===== config.mk =====
export PLATFORM = sky130hd
export DESIGN_NAME = rcs_clock_switch
export DESIGN_NICKNAME = d
export VERILOG_FILES = /design/src/verilog/rcs_pkg.sv /design/src/verilog/rcs_ref_monitor.sv /design/src/verilog/rcs_clock_switch.sv
export SDC_FILE = /design/constraint.sdc
export NUM_CORES = 1
export LEC_CHECK = 0
export ABC_AREA = 1
export ABC_CLOCK_PERIOD_IN_PS = 3650
export BUFFER_PORTS_ARGS = -buffer_cell sky130_fd_sc_hd__buf_2
export CAP_MARGIN = 30
export CORE_AREA = 2 2 145 147
export CTS_BUF_LIST = sky130_fd_sc_hd__clkbuf_16
export DETAILED_ROUTE_END_ITERATION = 12
export DIE_AREA = 0 0 147 149
export GPL_TIMING_DRIVEN = 1
export SETUP_SLACK_MARGIN = 0.1
export SLEW_MARGIN = 20
export SYNTH_ARGS = -nofsm -noshare
export SYNTH_HDL_FRONTEND = slang
export SYNTH_HIERARCHICAL = 1
export SYNTH_SLANG_ARGS = --single-unit

===== constraint.sdc =====
create_clock -name sys_clk -period 3.65 [get_ports sys_clk]
set_clock_uncertainty 0.1 [all_clocks]
set_input_delay 0.73 -clock sys_clk [delete_from_list [all_inputs] [get_ports sys_clk]]
set_output_delay 0.73 -clock sys_clk [all_outputs]
set_load 0.02 [all_outputs]

===== src/verilog/rcs_pkg.sv =====
// Shared constants for the redundant reference clock switch
package rcs_pkg;
  localparam int          BANK_W          = 6;
  localparam int          ACC_W           = 24;
  localparam logic [23:0] INC_INIT        = 24'h020000;
  localparam logic [23:0] INC_STEP        = 24'h000100;
  localparam logic [7:0]  FAIL_WINDOW_RST = 8'h08;
  localparam logic [3:0]  LOCK_COUNT      = 4'h8;
  localparam logic [2:0]  FSEL_X8         = 3'h0;
  localparam logic [2:0]  FSEL_X4         = 3'h1;
  localparam logic [2:0]  FSEL_X3         = 3'h2;
  localparam logic [2:0]  FSEL_X2         = 3'h3;
  localparam logic [3:0]  RATIO_X8        = 4'h8;
  localparam logic [3:0]  RATIO_X4        = 4'h4;
  localparam logic [3:0]  RATIO_X3        = 4'h3;
  localparam logic [3:0]  RATIO_X2        = 4'h2;
  localparam logic [3:0]  RATIO_X1        = 4'h1;
  localparam logic [3:0]  CTRL_OFFSET     = 4'h0;
  localparam logic [3:0]  STATUS_OFFSET   = 4'h4;
  localparam logic [3:0]  LOOP_OFFSET     = 4'h8;
  localparam int          CTRL_CLR_BIT    = 8;
  localparam int          STAT_FAIL0_BIT  = 0;
  localparam int          STAT_FAIL1_BIT  = 1;
  localparam int          STAT_IND_BIT    = 2;
  localparam int          STAT_LOCK_BIT   = 3;
  localparam int          STAT_BYP_BIT    = 4;
  localparam int          STAT_OD_BIT     = 5;
  localparam logic [1:0]  RESP_OKAY       = 2'h0;
  localparam logic [1:0]  RESP_SLVERR     = 2'h2;
  typedef enum logic {RCS_SEL_PRIMARY, RCS_SEL_SECONDARY} rcs_sel_t;
endpackage : rcs_pkg


===== src/verilog/rcs_ref_monitor.sv =====
// Activity monitor for one reference clock input
`timescale 1ns/1ns
`default_nettype none
module rcs_ref_monitor
  import rcs_pkg::*;
(
  input  wire logic       sys_clk,
  input  wire logic       rst,
  input  wire logic       ce,
  input  wire logic       clear,
  input  wire logic       refIn,
  input  wire logic       fbRise,
  input  wire logic [7:0] window,
  output logic            refLevel,
  output logic            refRise,
  output logic            refAlive,
  output logic            failStrobe
);
  logic       refMeta;
  logic       refPrev;
  logic [7:0] fbCount;
  wire        reachWindow = fbRise && !refRise && (fbCount == window - 8'h01);

  assign refRise  = refLevel && !refPrev;
  assign refAlive = (fbCount != window);

  always_ff @(posedge sys_clk) begin
    if (rst) begin
      refMeta   <= 1'b0;
      refLevel  <= 1'b0;
      refPrev   <= 1'b0;
      fbCount   <= 8'h00;
      failStrobe <= 1'b0;
    end else if (ce) begin
      refMeta   <= refIn;
      refLevel  <= refMeta;
      refPrev   <= refLevel;
      failStrobe <= reachWindow;
      if (refRise || clear) begin
        fbCount <= 8'h00;
      end else if (fbRise && refAlive) begin
        fbCount <= fbCount + 8'h01;
      end
    end
  end
endmodule : rcs_ref_monitor
`default_nettype wire


===== src/verilog/rcs_clock_switch.sv =====
// Redundant reference clock switch and generator control
//
// Overview of operation
// - Bank A runs at selected reference times one, two, three, four or eight.
// - All six bank A outputs carry the same multiplied clock.
// - Bank B runs at bank A frequency or half of it.
// - Banks align at common rising edges and follow the reference via feedback.
// - Both references are watched while output disable is off, failure reported per input.
// - Automatic mode fails over to the other input and slews gradually.
// - Inputs are symmetric; a restored input may be selected again.
// - Manual mode switches reference only by user selection.
// - Bypass disables automatic failover.
// - Bypass passes the reference clock statically to the outputs.
// - Output disable turns bank output drivers off.
// - Output disable also resets the loop and output dividers.
// - One active-low alarm output per reference input.
// - Indicator output shows the currently selected reference.
// - Alarm reset clears both alarms and restores the reference selection.
// - Reference select picks the primary reference input.
// - Switch mode picks automatic failover or manual selection.
// - Four ratio select bits set multiplication and bank B divider.
// - Bypass replaces oscillator with reference and forces manual mode.
// - Failure overrides reference select only in automatic mode without bypass.
// - Alarm reset is an active-low one-shot: alarms high, indicator equals select.
//
// Decided for this implementation: the address map and the AXI4-Lite register port.
`timescale 1ns/1ns
`default_nettype none
module rcs_clock_switch
  import rcs_pkg::*;
(
  input  wire logic              sys_clk,
  input  wire logic              rst,
  input  wire logic              ce,
  input  wire logic              primaryRefIn,
  input  wire logic              secondaryRefIn,
  input  wire logic              feedbackIn,
  input  wire logic              refSelect,
  input  wire logic              switchModeSelect,
  input  wire logic              alarmResetN,
  input  wire logic              bypassSelect,
  input  wire logic [3:0]        ratioSelect,
  input  wire logic              outputDisableReset,
  output logic      [BANK_W-1:0] bankAOutputs,
  output logic      [BANK_W-1:0] bankBOutputs,
  output logic                   bankOutputEnable,
  output logic                   feedbackClockOut,
  output logic                   primaryFailFlagN,
  output logic                   secondaryFailFlagN,
  output logic                   activeRefIndicator,
  input  wire logic [3:0]        s_axi_awaddr,
  input  wire logic              s_axi_awvalid,
  output logic                   s_axi_awready,
  input  wire logic [31:0]       s_axi_wdata,
  input  wire logic [3:0]        s_axi_wstrb,
  input  wire logic              s_axi_wvalid,
  output logic                   s_axi_wready,
  output logic      [1:0]        s_axi_bresp,
  output logic                   s_axi_bvalid,
  input  wire logic              s_axi_bready,
  input  wire logic [3:0]        s_axi_araddr,
  input  wire logic              s_axi_arvalid,
  output logic                   s_axi_arready,
  output logic      [31:0]       s_axi_rdata,
  output logic      [1:0]        s_axi_rresp,
  output logic                   s_axi_rvalid,
  input  wire logic              s_axi_rready
);
  // Pin synchronisers: stage one feeds only stage two
  logic [9:0]       pinMeta;
  logic [9:0]       pinSync;
  logic             fbPrev;
  logic             alarmRstPrev;
  // Loop state
  logic [ACC_W-1:0] phaseAcc;
  logic [23:0]      increment;
  logic             vcoPrev;
  logic [3:0]       halfCnt;
  logic [1:0]       fbEdges;
  logic [3:0]       lockCnt;
  logic             locked;
  rcs_sel_t         activeRef;
  logic             selLoaded;
  // Registers
  logic [7:0]       failWindow;
  logic             softAlarmClr;
  logic [3:0]       awAddr;
  logic             awHeld;
  logic [31:0]      wData;
  logic [3:0]       wStrb;
  logic             wHeld;

  wire       fbSync      = pinSync[0];
  wire       refSelSync  = pinSync[1];
  wire       autoSync    = pinSync[2];
  wire       alarmRstN   = pinSync[3];
  wire       bypassSync  = pinSync[4];
  wire [3:0] ratioSync   = pinSync[8:5];
  wire       odSync      = pinSync[9];

  wire       fbRise      = fbSync && !fbPrev;
  wire       alarmShot   = (!alarmRstN && alarmRstPrev) || softAlarmClr;
  wire       autoActive  = autoSync && !bypassSync;

  logic      ref0Level;
  logic      ref0Rise;
  logic      ref0Alive;
  logic      fail0;
  logic      ref1Level;
  logic      ref1Rise;
  logic      ref1Alive;
  logic      fail1;

  rcs_ref_monitor u_mon0 (
    .sys_clk   (sys_clk),
    .rst       (rst),
    .ce        (ce),
    .clear     (odSync),
    .refIn     (primaryRefIn),
    .fbRise    (fbRise),
    .window    (failWindow),
    .refLevel  (ref0Level),
    .refRise   (ref0Rise),
    .refAlive  (ref0Alive),
    .failStrobe (fail0)
  );

  rcs_ref_monitor u_mon1 (
    .sys_clk   (sys_clk),
    .rst       (rst),
    .ce        (ce),
    .clear     (odSync),
    .refIn     (secondaryRefIn),
    .fbRise    (fbRise),
    .window    (failWindow),
    .refLevel  (ref1Level),
    .refRise   (ref1Rise),
    .refAlive  (ref1Alive),
    .failStrobe (fail1)
  );

  // Ratio decode, bit 0 halves bank B
  logic [3:0] ratio;
  always_comb begin
    case (ratioSync[3:1])
      FSEL_X8: ratio = RATIO_X8;
      FSEL_X4: ratio = RATIO_X4;
      FSEL_X3: ratio = RATIO_X3;
      FSEL_X2: ratio = RATIO_X2;
      default: ratio = RATIO_X1;
    endcase
  end
  wire bankBHalf = ratioSync[0];

  wire selIsSec   = (activeRef == RCS_SEL_SECONDARY);
  wire selLevel   = selIsSec ? ref1Level : ref0Level;
  wire selRise    = selIsSec ? ref1Rise : ref0Rise;
  wire selFail    = selIsSec ? fail1 : fail0;
  wire otherAlive = selIsSec ? ref0Alive : ref1Alive;

  // Failover state machine
  rcs_sel_t next_activeRef;
  always_comb begin
    next_activeRef = activeRef;
    if (!autoActive || alarmShot || !selLoaded) begin
      next_activeRef = refSelSync ? RCS_SEL_SECONDARY : RCS_SEL_PRIMARY;
    end else if (selFail && otherAlive) begin
      case (activeRef)
        RCS_SEL_PRIMARY:   next_activeRef = RCS_SEL_SECONDARY;
        RCS_SEL_SECONDARY: next_activeRef = RCS_SEL_PRIMARY;
        default:           next_activeRef = RCS_SEL_PRIMARY;
      endcase
    end
  end

  // Numerically controlled oscillator with bang-bang phase steering
  wire [ACC_W-1:0] next_phaseAcc = phaseAcc + increment;
  wire             vcoLevel      = next_phaseAcc[ACC_W-1];
  wire             vcoEdge       = vcoLevel != vcoPrev;
  wire [4:0]       halfTop       = {ratio, 1'b0} - 5'h01;
  wire [3:0]       next_halfCnt  = !vcoEdge ? halfCnt :
                                   ({1'b0, halfCnt} == halfTop) ? 4'h0 : halfCnt + 4'h1;
  wire             fbDivLevel    = next_halfCnt < ratio;
  wire             incUp         = selRise && !fbSync && (increment <= ~INC_STEP);
  wire             incDown       = selRise && fbSync && (increment > INC_STEP);
  wire             srcA          = bypassSync ? selLevel : vcoLevel;
  wire             srcARise      = srcA && !bankAOutputs[0];
  logic            bankBLevel;
  wire             next_bankB    = (bankBHalf && !bypassSync) ?
                                   (srcARise ? !bankBLevel : bankBLevel) : srcA;

  always_ff @(posedge sys_clk) begin
    if (rst) begin
      pinMeta      <= 10'h208;
      pinSync      <= 10'h208;
      fbPrev       <= 1'b0;
      alarmRstPrev <= 1'b1;
    end else if (ce) begin
      pinMeta      <= {outputDisableReset, ratioSelect, bypassSelect, alarmResetN,
                       switchModeSelect, refSelect, feedbackIn};
      pinSync      <= pinMeta;
      fbPrev       <= fbSync;
      alarmRstPrev <= alarmRstN;
    end
  end

  always_ff @(posedge sys_clk) begin
    if (rst || (ce && odSync)) begin
      phaseAcc <= {ACC_W{1'b0}};
      increment <= INC_INIT;
      vcoPrev <= 1'b0;
      halfCnt <= 4'h0;
    end else if (ce) begin
      phaseAcc <= next_phaseAcc;
      vcoPrev <= vcoLevel;
      halfCnt <= next_halfCnt;
      if (incUp) begin
        increment <= increment + INC_STEP;
      end else if (incDown) begin
        increment <= increment - INC_STEP;
      end
    end
  end

  // Lock: one feedback edge per reference period for several periods
  always_ff @(posedge sys_clk) begin
    if (rst || (ce && odSync)) begin
      fbEdges <= 2'h0;
      lockCnt <= 4'h0;
      locked  <= 1'b0;
    end else if (ce) begin
      if (selRise) begin
        fbEdges <= 2'h0;
        lockCnt <= (fbEdges == 2'h1) ? ((lockCnt == LOCK_COUNT) ? lockCnt : lockCnt + 4'h1)
                                     : 4'h0;
        locked  <= (fbEdges == 2'h1) && (lockCnt == LOCK_COUNT);
      end else if (fbRise && fbEdges != 2'h3) begin
        fbEdges <= fbEdges + 2'h1;
      end
    end
  end

  // Selection, alarms and indicator
  always_ff @(posedge sys_clk) begin
    if (rst) begin
      activeRef          <= RCS_SEL_PRIMARY;
      selLoaded          <= 1'b0;
      primaryFailFlagN   <= 1'b1;
      secondaryFailFlagN <= 1'b1;
      activeRefIndicator <= 1'b0;
    end else if (ce) begin
      activeRef          <= next_activeRef;
      selLoaded          <= 1'b1;
      activeRefIndicator <= (next_activeRef == RCS_SEL_SECONDARY);
      if (fail0) begin
        primaryFailFlagN <= 1'b0;
      end else if (alarmShot) begin
        primaryFailFlagN <= 1'b1;
      end
      if (fail1) begin
        secondaryFailFlagN <= 1'b0;
      end else if (alarmShot) begin
        secondaryFailFlagN <= 1'b1;
      end
    end
  end

  // Output stage, one flop per pin
  genvar gi;
  generate
    for (gi = 0; gi < BANK_W; gi = gi + 1) begin : g_bank
      always_ff @(posedge sys_clk) begin
        if (rst || (ce && odSync)) begin
          bankAOutputs[gi] <= 1'b0;
          bankBOutputs[gi] <= 1'b0;
        end else if (ce) begin
          bankAOutputs[gi] <= srcA;
          bankBOutputs[gi] <= next_bankB;
        end
      end
    end
  endgenerate
  assign bankBLevel = bankBOutputs[0];

  always_ff @(posedge sys_clk) begin
    if (rst) begin
      bankOutputEnable <= 1'b0;
      feedbackClockOut <= 1'b0;
    end else if (ce) begin
      bankOutputEnable <= !odSync;
      feedbackClockOut <= bypassSync ? selLevel : (fbDivLevel && !odSync);
    end
  end

  // Register bus slave
  wire        awTake  = s_axi_awvalid && s_axi_awready;
  wire        wTake   = s_axi_wvalid && s_axi_wready;
  wire        haveAw  = awHeld || awTake;
  wire        haveW   = wHeld || wTake;
  wire [3:0]  wrAddr  = awTake ? s_axi_awaddr : awAddr;
  wire [31:0] wrData  = wTake ? s_axi_wdata : wData;
  wire [3:0]  wrStrb  = wTake ? s_axi_wstrb : wStrb;
  wire        doWrite = haveAw && haveW && !s_axi_bvalid;
  wire        wrCtrl  = doWrite && (wrAddr == CTRL_OFFSET);
  wire        wrOk    = wrCtrl || (wrAddr == STATUS_OFFSET) || (wrAddr == LOOP_OFFSET);
  wire        arTake  = s_axi_arvalid && s_axi_arready;
  logic [31:0] rdData;
  logic        rdOk;
  always_comb begin
    rdData = 32'h00000000;
    rdOk   = 1'b1;
    if (s_axi_araddr == CTRL_OFFSET) begin
      rdData[7:0] = failWindow;
    end else if (s_axi_araddr == STATUS_OFFSET) begin
      rdData[STAT_FAIL0_BIT] = primaryFailFlagN;
      rdData[STAT_FAIL1_BIT] = secondaryFailFlagN;
      rdData[STAT_IND_BIT]   = activeRefIndicator;
      rdData[STAT_LOCK_BIT]  = locked;
      rdData[STAT_BYP_BIT]   = bypassSync;
      rdData[STAT_OD_BIT]    = odSync;
    end else if (s_axi_araddr == LOOP_OFFSET) begin
      rdData[23:0] = increment;
    end else begin
      rdOk = 1'b0;
    end
  end

  always_ff @(posedge sys_clk) begin
    if (rst) begin
      s_axi_awready <= 1'b1;
      s_axi_wready  <= 1'b1;
      s_axi_bvalid  <= 1'b0;
      s_axi_bresp   <= RESP_OKAY;
      awHeld        <= 1'b0;
      wHeld         <= 1'b0;
      awAddr        <= 4'h0;
      wData         <= 32'h00000000;
      wStrb         <= 4'h0;
      failWindow    <= FAIL_WINDOW_RST;
      softAlarmClr  <= 1'b0;
    end else if (ce) begin
      softAlarmClr <= wrCtrl && wrStrb[1] && wrData[CTRL_CLR_BIT];
      if (awTake) begin
        awAddr        <= s_axi_awaddr;
        awHeld        <= 1'b1;
        s_axi_awready <= 1'b0;
      end
      if (wTake) begin
        wData        <= s_axi_wdata;
        wStrb        <= s_axi_wstrb;
        wHeld        <= 1'b1;
        s_axi_wready <= 1'b0;
      end
      if (doWrite) begin
        s_axi_bvalid <= 1'b1;
        s_axi_bresp  <= wrOk ? RESP_OKAY : RESP_SLVERR;
        awHeld       <= 1'b0;
        wHeld        <= 1'b0;
        if (wrCtrl && wrStrb[0] && wrData[7:0] != 8'h00) begin
          failWindow <= wrData[7:0];
        end
      end
      if (s_axi_bvalid && s_axi_bready) begin
        s_axi_bvalid  <= 1'b0;
        s_axi_awready <= 1'b1;
        s_axi_wready  <= 1'b1;
      end
    end
  end

  always_ff @(posedge sys_clk) begin
    if (rst) begin
      s_axi_arready <= 1'b1;
      s_axi_rvalid  <= 1'b0;
      s_axi_rdata   <= 32'h00000000;
      s_axi_rresp   <= RESP_OKAY;
    end else if (ce) begin
      if (arTake) begin
        s_axi_arready <= 1'b0;
        s_axi_rvalid  <= 1'b1;
        s_axi_rdata   <= rdData;
        s_axi_rresp   <= rdOk ? RESP_OKAY : RESP_SLVERR;
      end else if (s_axi_rvalid && s_axi_rready) begin
        s_axi_rvalid  <= 1'b0;
        s_axi_arready <= 1'b1;
      end
    end
  end
endmodule : rcs_clock_switch
`default_nettype wire


==> results.env <==
IO_PINS=122
SYNTH.CELL_AREA_SQ_UM=8970
YS_TYPES=54
DRIVE_ABOVE_1_SHARE_PCT=13.1
POST_SYNTH_MOST_FREQUENT_CELLS='310 x sky130_fd_sc_hd__nand2_1, 186 x sky130_fd_sc_hd__inv_1, 154 x sky130_fd_sc_hd__dfxtp_1'
CRIT_PATH_START_KIND='flip-flop'
IO_BUFFERS=86
MAX_CAP_VIOL_COUNT=0
GRT_REMAINING_OVERFLOW=0
HOLD_PATH_SINK='u_mon0/refPrev'
RESULT_OF_THE_RUN='finished, final reports clean'
TIMING.CRITICAL_PATH.REQUIRED_PS=3920
DRC=0
TIMING.FINAL.MAX_SLEW_VIOLATIONS=0
DESIGN.CORE.AREA_SQ_UM=20600
SYNTH_COMPOUND_GATE_AREA_SHARE_PCT=17.6
SETUP_VIOL_COUNT_FINAL=0
TRITONCTS_NUM_SINKS=154
NNETSFINAL=1526
CTS-ROOT-BUF='sky130_fd_sc_hd__clkbuf_16'
GRT_FIRST_PASS_WIRELENGTH_UM=37500
POWER.SHARE.SWITCHING_PCT=27.9
CP.ARRIVAL_PS=3500
CLKLATENCYLATEPIN_PS=430
FIRST_GLOBAL_VIAS=7574
RSZ0062_AT_GRT='false'
CRIT-REG2REG-LAUNCH='increment[12]'
WORSTREGTOREGCELLS=19
SYNTHARSTFLOPSHARE_PCT=0
POWER_FRAC_CLOCK_PCT=42.4
SYNTH.AVG_CELL_AREA_SQ_UM=6.58
CRITICAL_PATH.REG2REG.ENDPOINT='feedbackClockOut'
INITIAL_STANDARD_CELL_UTILIZATION_OF_THE_CORE_PCT=43.6
POWER-PER-CELL-AREA_nW_PER_UM2=413
SYN_TO_LAYOUT_AREA_DELTA_PCT=13.2
TIMING.HOLD.WORST_PATH_DEPTH=2
WORST_HOLD_PATH_TYPE='reg2reg'
FIRST_PASS_ITERS=5
LAYOUT.CORE_UTILIZATION_PCT=49.4
SYNTH_TOP_CELL_BY_AREA='sky130_fd_sc_hd__dfxtp_1'
POWER_DISSIPATED_BY_SWITCHING_NET_LOADS_W=0.00117
YOSYSMOSTFREQUENTCELL='sky130_fd_sc_hd__nand2_1'
FINAL_CELL_COUNT_NO_FILL=1720
POSTROUTEWIRELENGTH_UM=22900
CRITICAL_PATH.ENDPOINT_TYPE='flip-flop'
GRT_START_MAX_NET_PINS=53
YS_SEQ_ELEMENTS=154
PLACE_INST=1686
CTS_TREE='yes'
SYNTH-EDFF-COUNT=0
STD_CELL_ROWS=53
POST-ROUTE-CELL-AREA_SQ_UM=10200
FLOORPLAN.DIE_AREA_SQ_UM=21900
REPORT.FINAL.HOLD_VIOL_COUNT=0
YOSYS.AREA.TOP_TYPE_SHARE_PCT=34.4
GP_ROUTABILITY_CONGESTION=0.858
POST_SYNTH_INST_COUNT=1362
FINAL_PERIOD_MINUS_WORST_SETUP_SLACK_PS=3230
TIMING_WORST_SLEW_PIN_VALUE_PS=615
POST_SYNTH_XOR_AREA_FRACTION_PCT=2.34
POST-ROUTE-PERIOD-UTIL_PCT=88.5
FINALPOWER_W=0.00419
CRITICAL_PATH.MAX_FANOUT=7
CTS.HTREE.LEVELS=4
LEAKAGEPOWER_nW=4.90
SYNTH-WARNING-COUNT=6
DIE_W_UM=147
SYNTH_TOP_FLOP_CELL='sky130_fd_sc_hd__dfxtp_1'
YS_TOP_CELLS_BY_AREA='sky130_fd_sc_hd__dfxtp_1 34%, sky130_fd_sc_hd__nand2_1 13%, sky130_fd_sc_hd__inv_1 7.8%'
POST_SYNTH_AND_OR_NAND_NOR_AREA_FRACTION_PCT=28.8
POSTCTS_SETUP_BUFS=0
CRITICAL_PATH_CLASS='reg2reg'
DETAIL-ROUTE-ANTENNA-NETS=0
DETAILED_PLACE_HPWL_UM=16900
SYNTHADDERAREAFRAC_PCT=4.41
VIA_COUNT=8419
FIN_SETUP_TNS_PS=0
MAXSLEWHEADROOM_PCT=59.0
CTS.CLK_SLEW.WORST_PATHS_PS=70
SYNTH_TOP_FAMILY_BY_AREA='simple AND/OR/NAND/NOR gates'
FMAX_MHz=310
NUMCTSBUFFERS=17
VIAS_PER_CELL=4.89
SYNTH.AREA.MUX_SHARE_PCT=0.112
POWER_REPORT.INTERNAL_TOTAL_W=0.00302
DETAIL_ROUTE.WL_PER_CELL_UM=13.3
WORST_HOLD_STARTPOINT='u_mon0/refPrev'
P_COMB_SHARE_PCT=14.2
GLOBAL_ROUTE.USAGE.TOTAL_PCT=21.2
CTS.PATH.MAX_BUFFERS=2
DRTITER0DRC=389
DIE-HEIGHT_UM=149
IR_DROP_WORST_VDD_mV=0.335
SEQ_POWER_SHARE_PCT=43.5
SYNTH_SEQ_AREA_SHARE_PCT=34.4
DPL_CELL_AREA_SQ_UM=9550
ANTENNA_FOUND_INITIAL=0
TIMING.REG2REG.SETUP_SLACK_PS=420
## worst max-delay path by stage
| stage | startpoint | endpoint | slack, ps | depth (start not counted) |
|---|---|---|---|---|
| 2_1_floorplan | increment[13] | feedbackClockOut | 770 | 19 |
| 3_3_place_gp | increment[12] | feedbackClockOut | 470 | 19 |
| 3_5_place_dp | increment[12] | feedbackClockOut | 420 | 19 |
| 4_1_cts | increment[12] | feedbackClockOut | 400 | 19 |
| 5_1_grt | increment[10] | feedbackClockOut | 100 | 19 |
| 6_report | increment[12] | feedbackClockOut | 420 | 19 |
## registers in the layout, indices dropped and copies added (netlist names), 2 cells and up
signal and count:
fbEdges 2, pinSync 10, s_axi_rdata 24, awAddr 4, wStrb 2, wData 9, phaseAcc 16, lockCnt 4
failWindow 8, pinMeta 10, halfCnt 4, u_mon1/fbCount 8, increment 16, u_mon0/fbCount 8
## power by group through the flow
stage	clock network, W	logic [W]	registers [W]
2_1_floorplan	0	0.000423	0.00187
3_3_place_gp	0	0.000585	0.00186
3_5_place_dp	0	0.000591	0.00186
4_1_cts	0.00181	0.000594	0.00182
5_1_grt	0.00188	0.000674	0.00183
6_report	0.00178	0.000593	0.00182
## cell type report
cell class	instances	area, sq um
inverter	200	753
multi-input combinational	954	4810
clock inverter	15	159
clock buffer	17	425
fill	2146	10400
timing repair buffer	104	569
tap	275	344
sequential	154	3090
antenna	1	2.50
## worst max-delay path: stages (launching register included)
cell	delay, ps
sky130_fd_sc_hd__dfxtp_1	470
sky130_fd_sc_hd__ha_1	340
sky130_fd_sc_hd__nand2_1	90
sky130_fd_sc_hd__nand2_1	60
sky130_fd_sc_hd__a21oi_1	150
sky130_fd_sc_hd__nand2_2	110
sky130_fd_sc_hd__nand2_1	110
sky130_fd_sc_hd__nand2_1	80
sky130_fd_sc_hd__nand2_1	100
sky130_fd_sc_hd__nand2_1	70
sky130_fd_sc_hd__nand2_1	90
sky130_fd_sc_hd__nand2_2	90
sky130_fd_sc_hd__inv_2	80
sky130_fd_sc_hd__o2111ai_2	130
sky130_fd_sc_hd__nand3_1	130
sky130_fd_sc_hd__inv_1	50
sky130_fd_sc_hd__ha_1	280
sky130_fd_sc_hd__a2111oi_0	410
sky130_fd_sc_hd__nand2_1	100
sky130_fd_sc_hd__a21oi_1	120
## stage by stage
step / setup WS (ps) / hold WS [ps]
2_1_floorplan: 771 / 329
3_3_place_gp: 475 / 341
3_5_place_dp: 419 / 347
4_1_cts: 396 / 357
5_1_grt: 103 / 383
6_report: 419 / 357
## timing repair
| action | CTS | global route |
|---|---|---|
| hold buffers | 0 | 0 |
| setup endpoints to repair | 0 | 1 |
| gates resized for setup | 0 | 2 |
## cells by family after synthesis
| group | after synthesis |
|---|---|
| flops | 154 |
| other cells | 1 |
| compound gates | 290 |
| simple gates | 598 |
| fa+ha+maj | 31 |
| buf+inv | 263 |
| xor+xnor | 24 |
| mux | 1 |
## layer usage
| metal | global-route usage (%) | vias up | part of all wire (%) | wire length, um |
|---|---|---|---|---|
| met1 | 28.1 | 3828 | 48 | 11100 |
| met5 | 0 | - | 0 | 0 |
| li1 | - | 4483 | - | - |
| met2 | 36.4 | 86 | 48 | 10900 |
| met4 | 5.29 | 0 | 1.2 | 274 |
| met3 | 3.24 | 22 | 2.8 | 636 |
## layout by cell type (no fill, tap or decap), types with 4 or more instances in the layout
cell / count
sky130_fd_sc_hd__conb_1: 10
sky130_fd_sc_hd__o211ai_1: 4
sky130_fd_sc_hd__nand2_2: 10
sky130_fd_sc_hd__nand4_1: 12
sky130_fd_sc_hd__buf_2: 86
sky130_fd_sc_hd__xor2_1: 15
sky130_fd_sc_hd__nor3_1: 14
sky130_fd_sc_hd__inv_2: 13
sky130_fd_sc_hd__nor4_1: 8
sky130_fd_sc_hd__inv_1: 186
sky130_fd_sc_hd__ha_1: 30
sky130_fd_sc_hd__a21oi_1: 121
sky130_fd_sc_hd__clkinv_2: 6
sky130_fd_sc_hd__nand2_4: 6
sky130_fd_sc_hd__clkbuf_16: 17
sky130_fd_sc_hd__o21ai_1: 16
sky130_fd_sc_hd__nand2_1: 310
sky130_fd_sc_hd__nand3_1: 66
sky130_fd_sc_hd__dfxtp_1: 152
sky130_fd_sc_hd__o21ai_0: 117
sky130_fd_sc_hd__o221ai_1: 6
sky130_fd_sc_hd__buf_4: 17
sky130_fd_sc_hd__xnor2_1: 9
sky130_fd_sc_hd__nor2_1: 150
sky130_fd_sc_hd__nor2_2: 9
(Power assumes the default switching activity.)
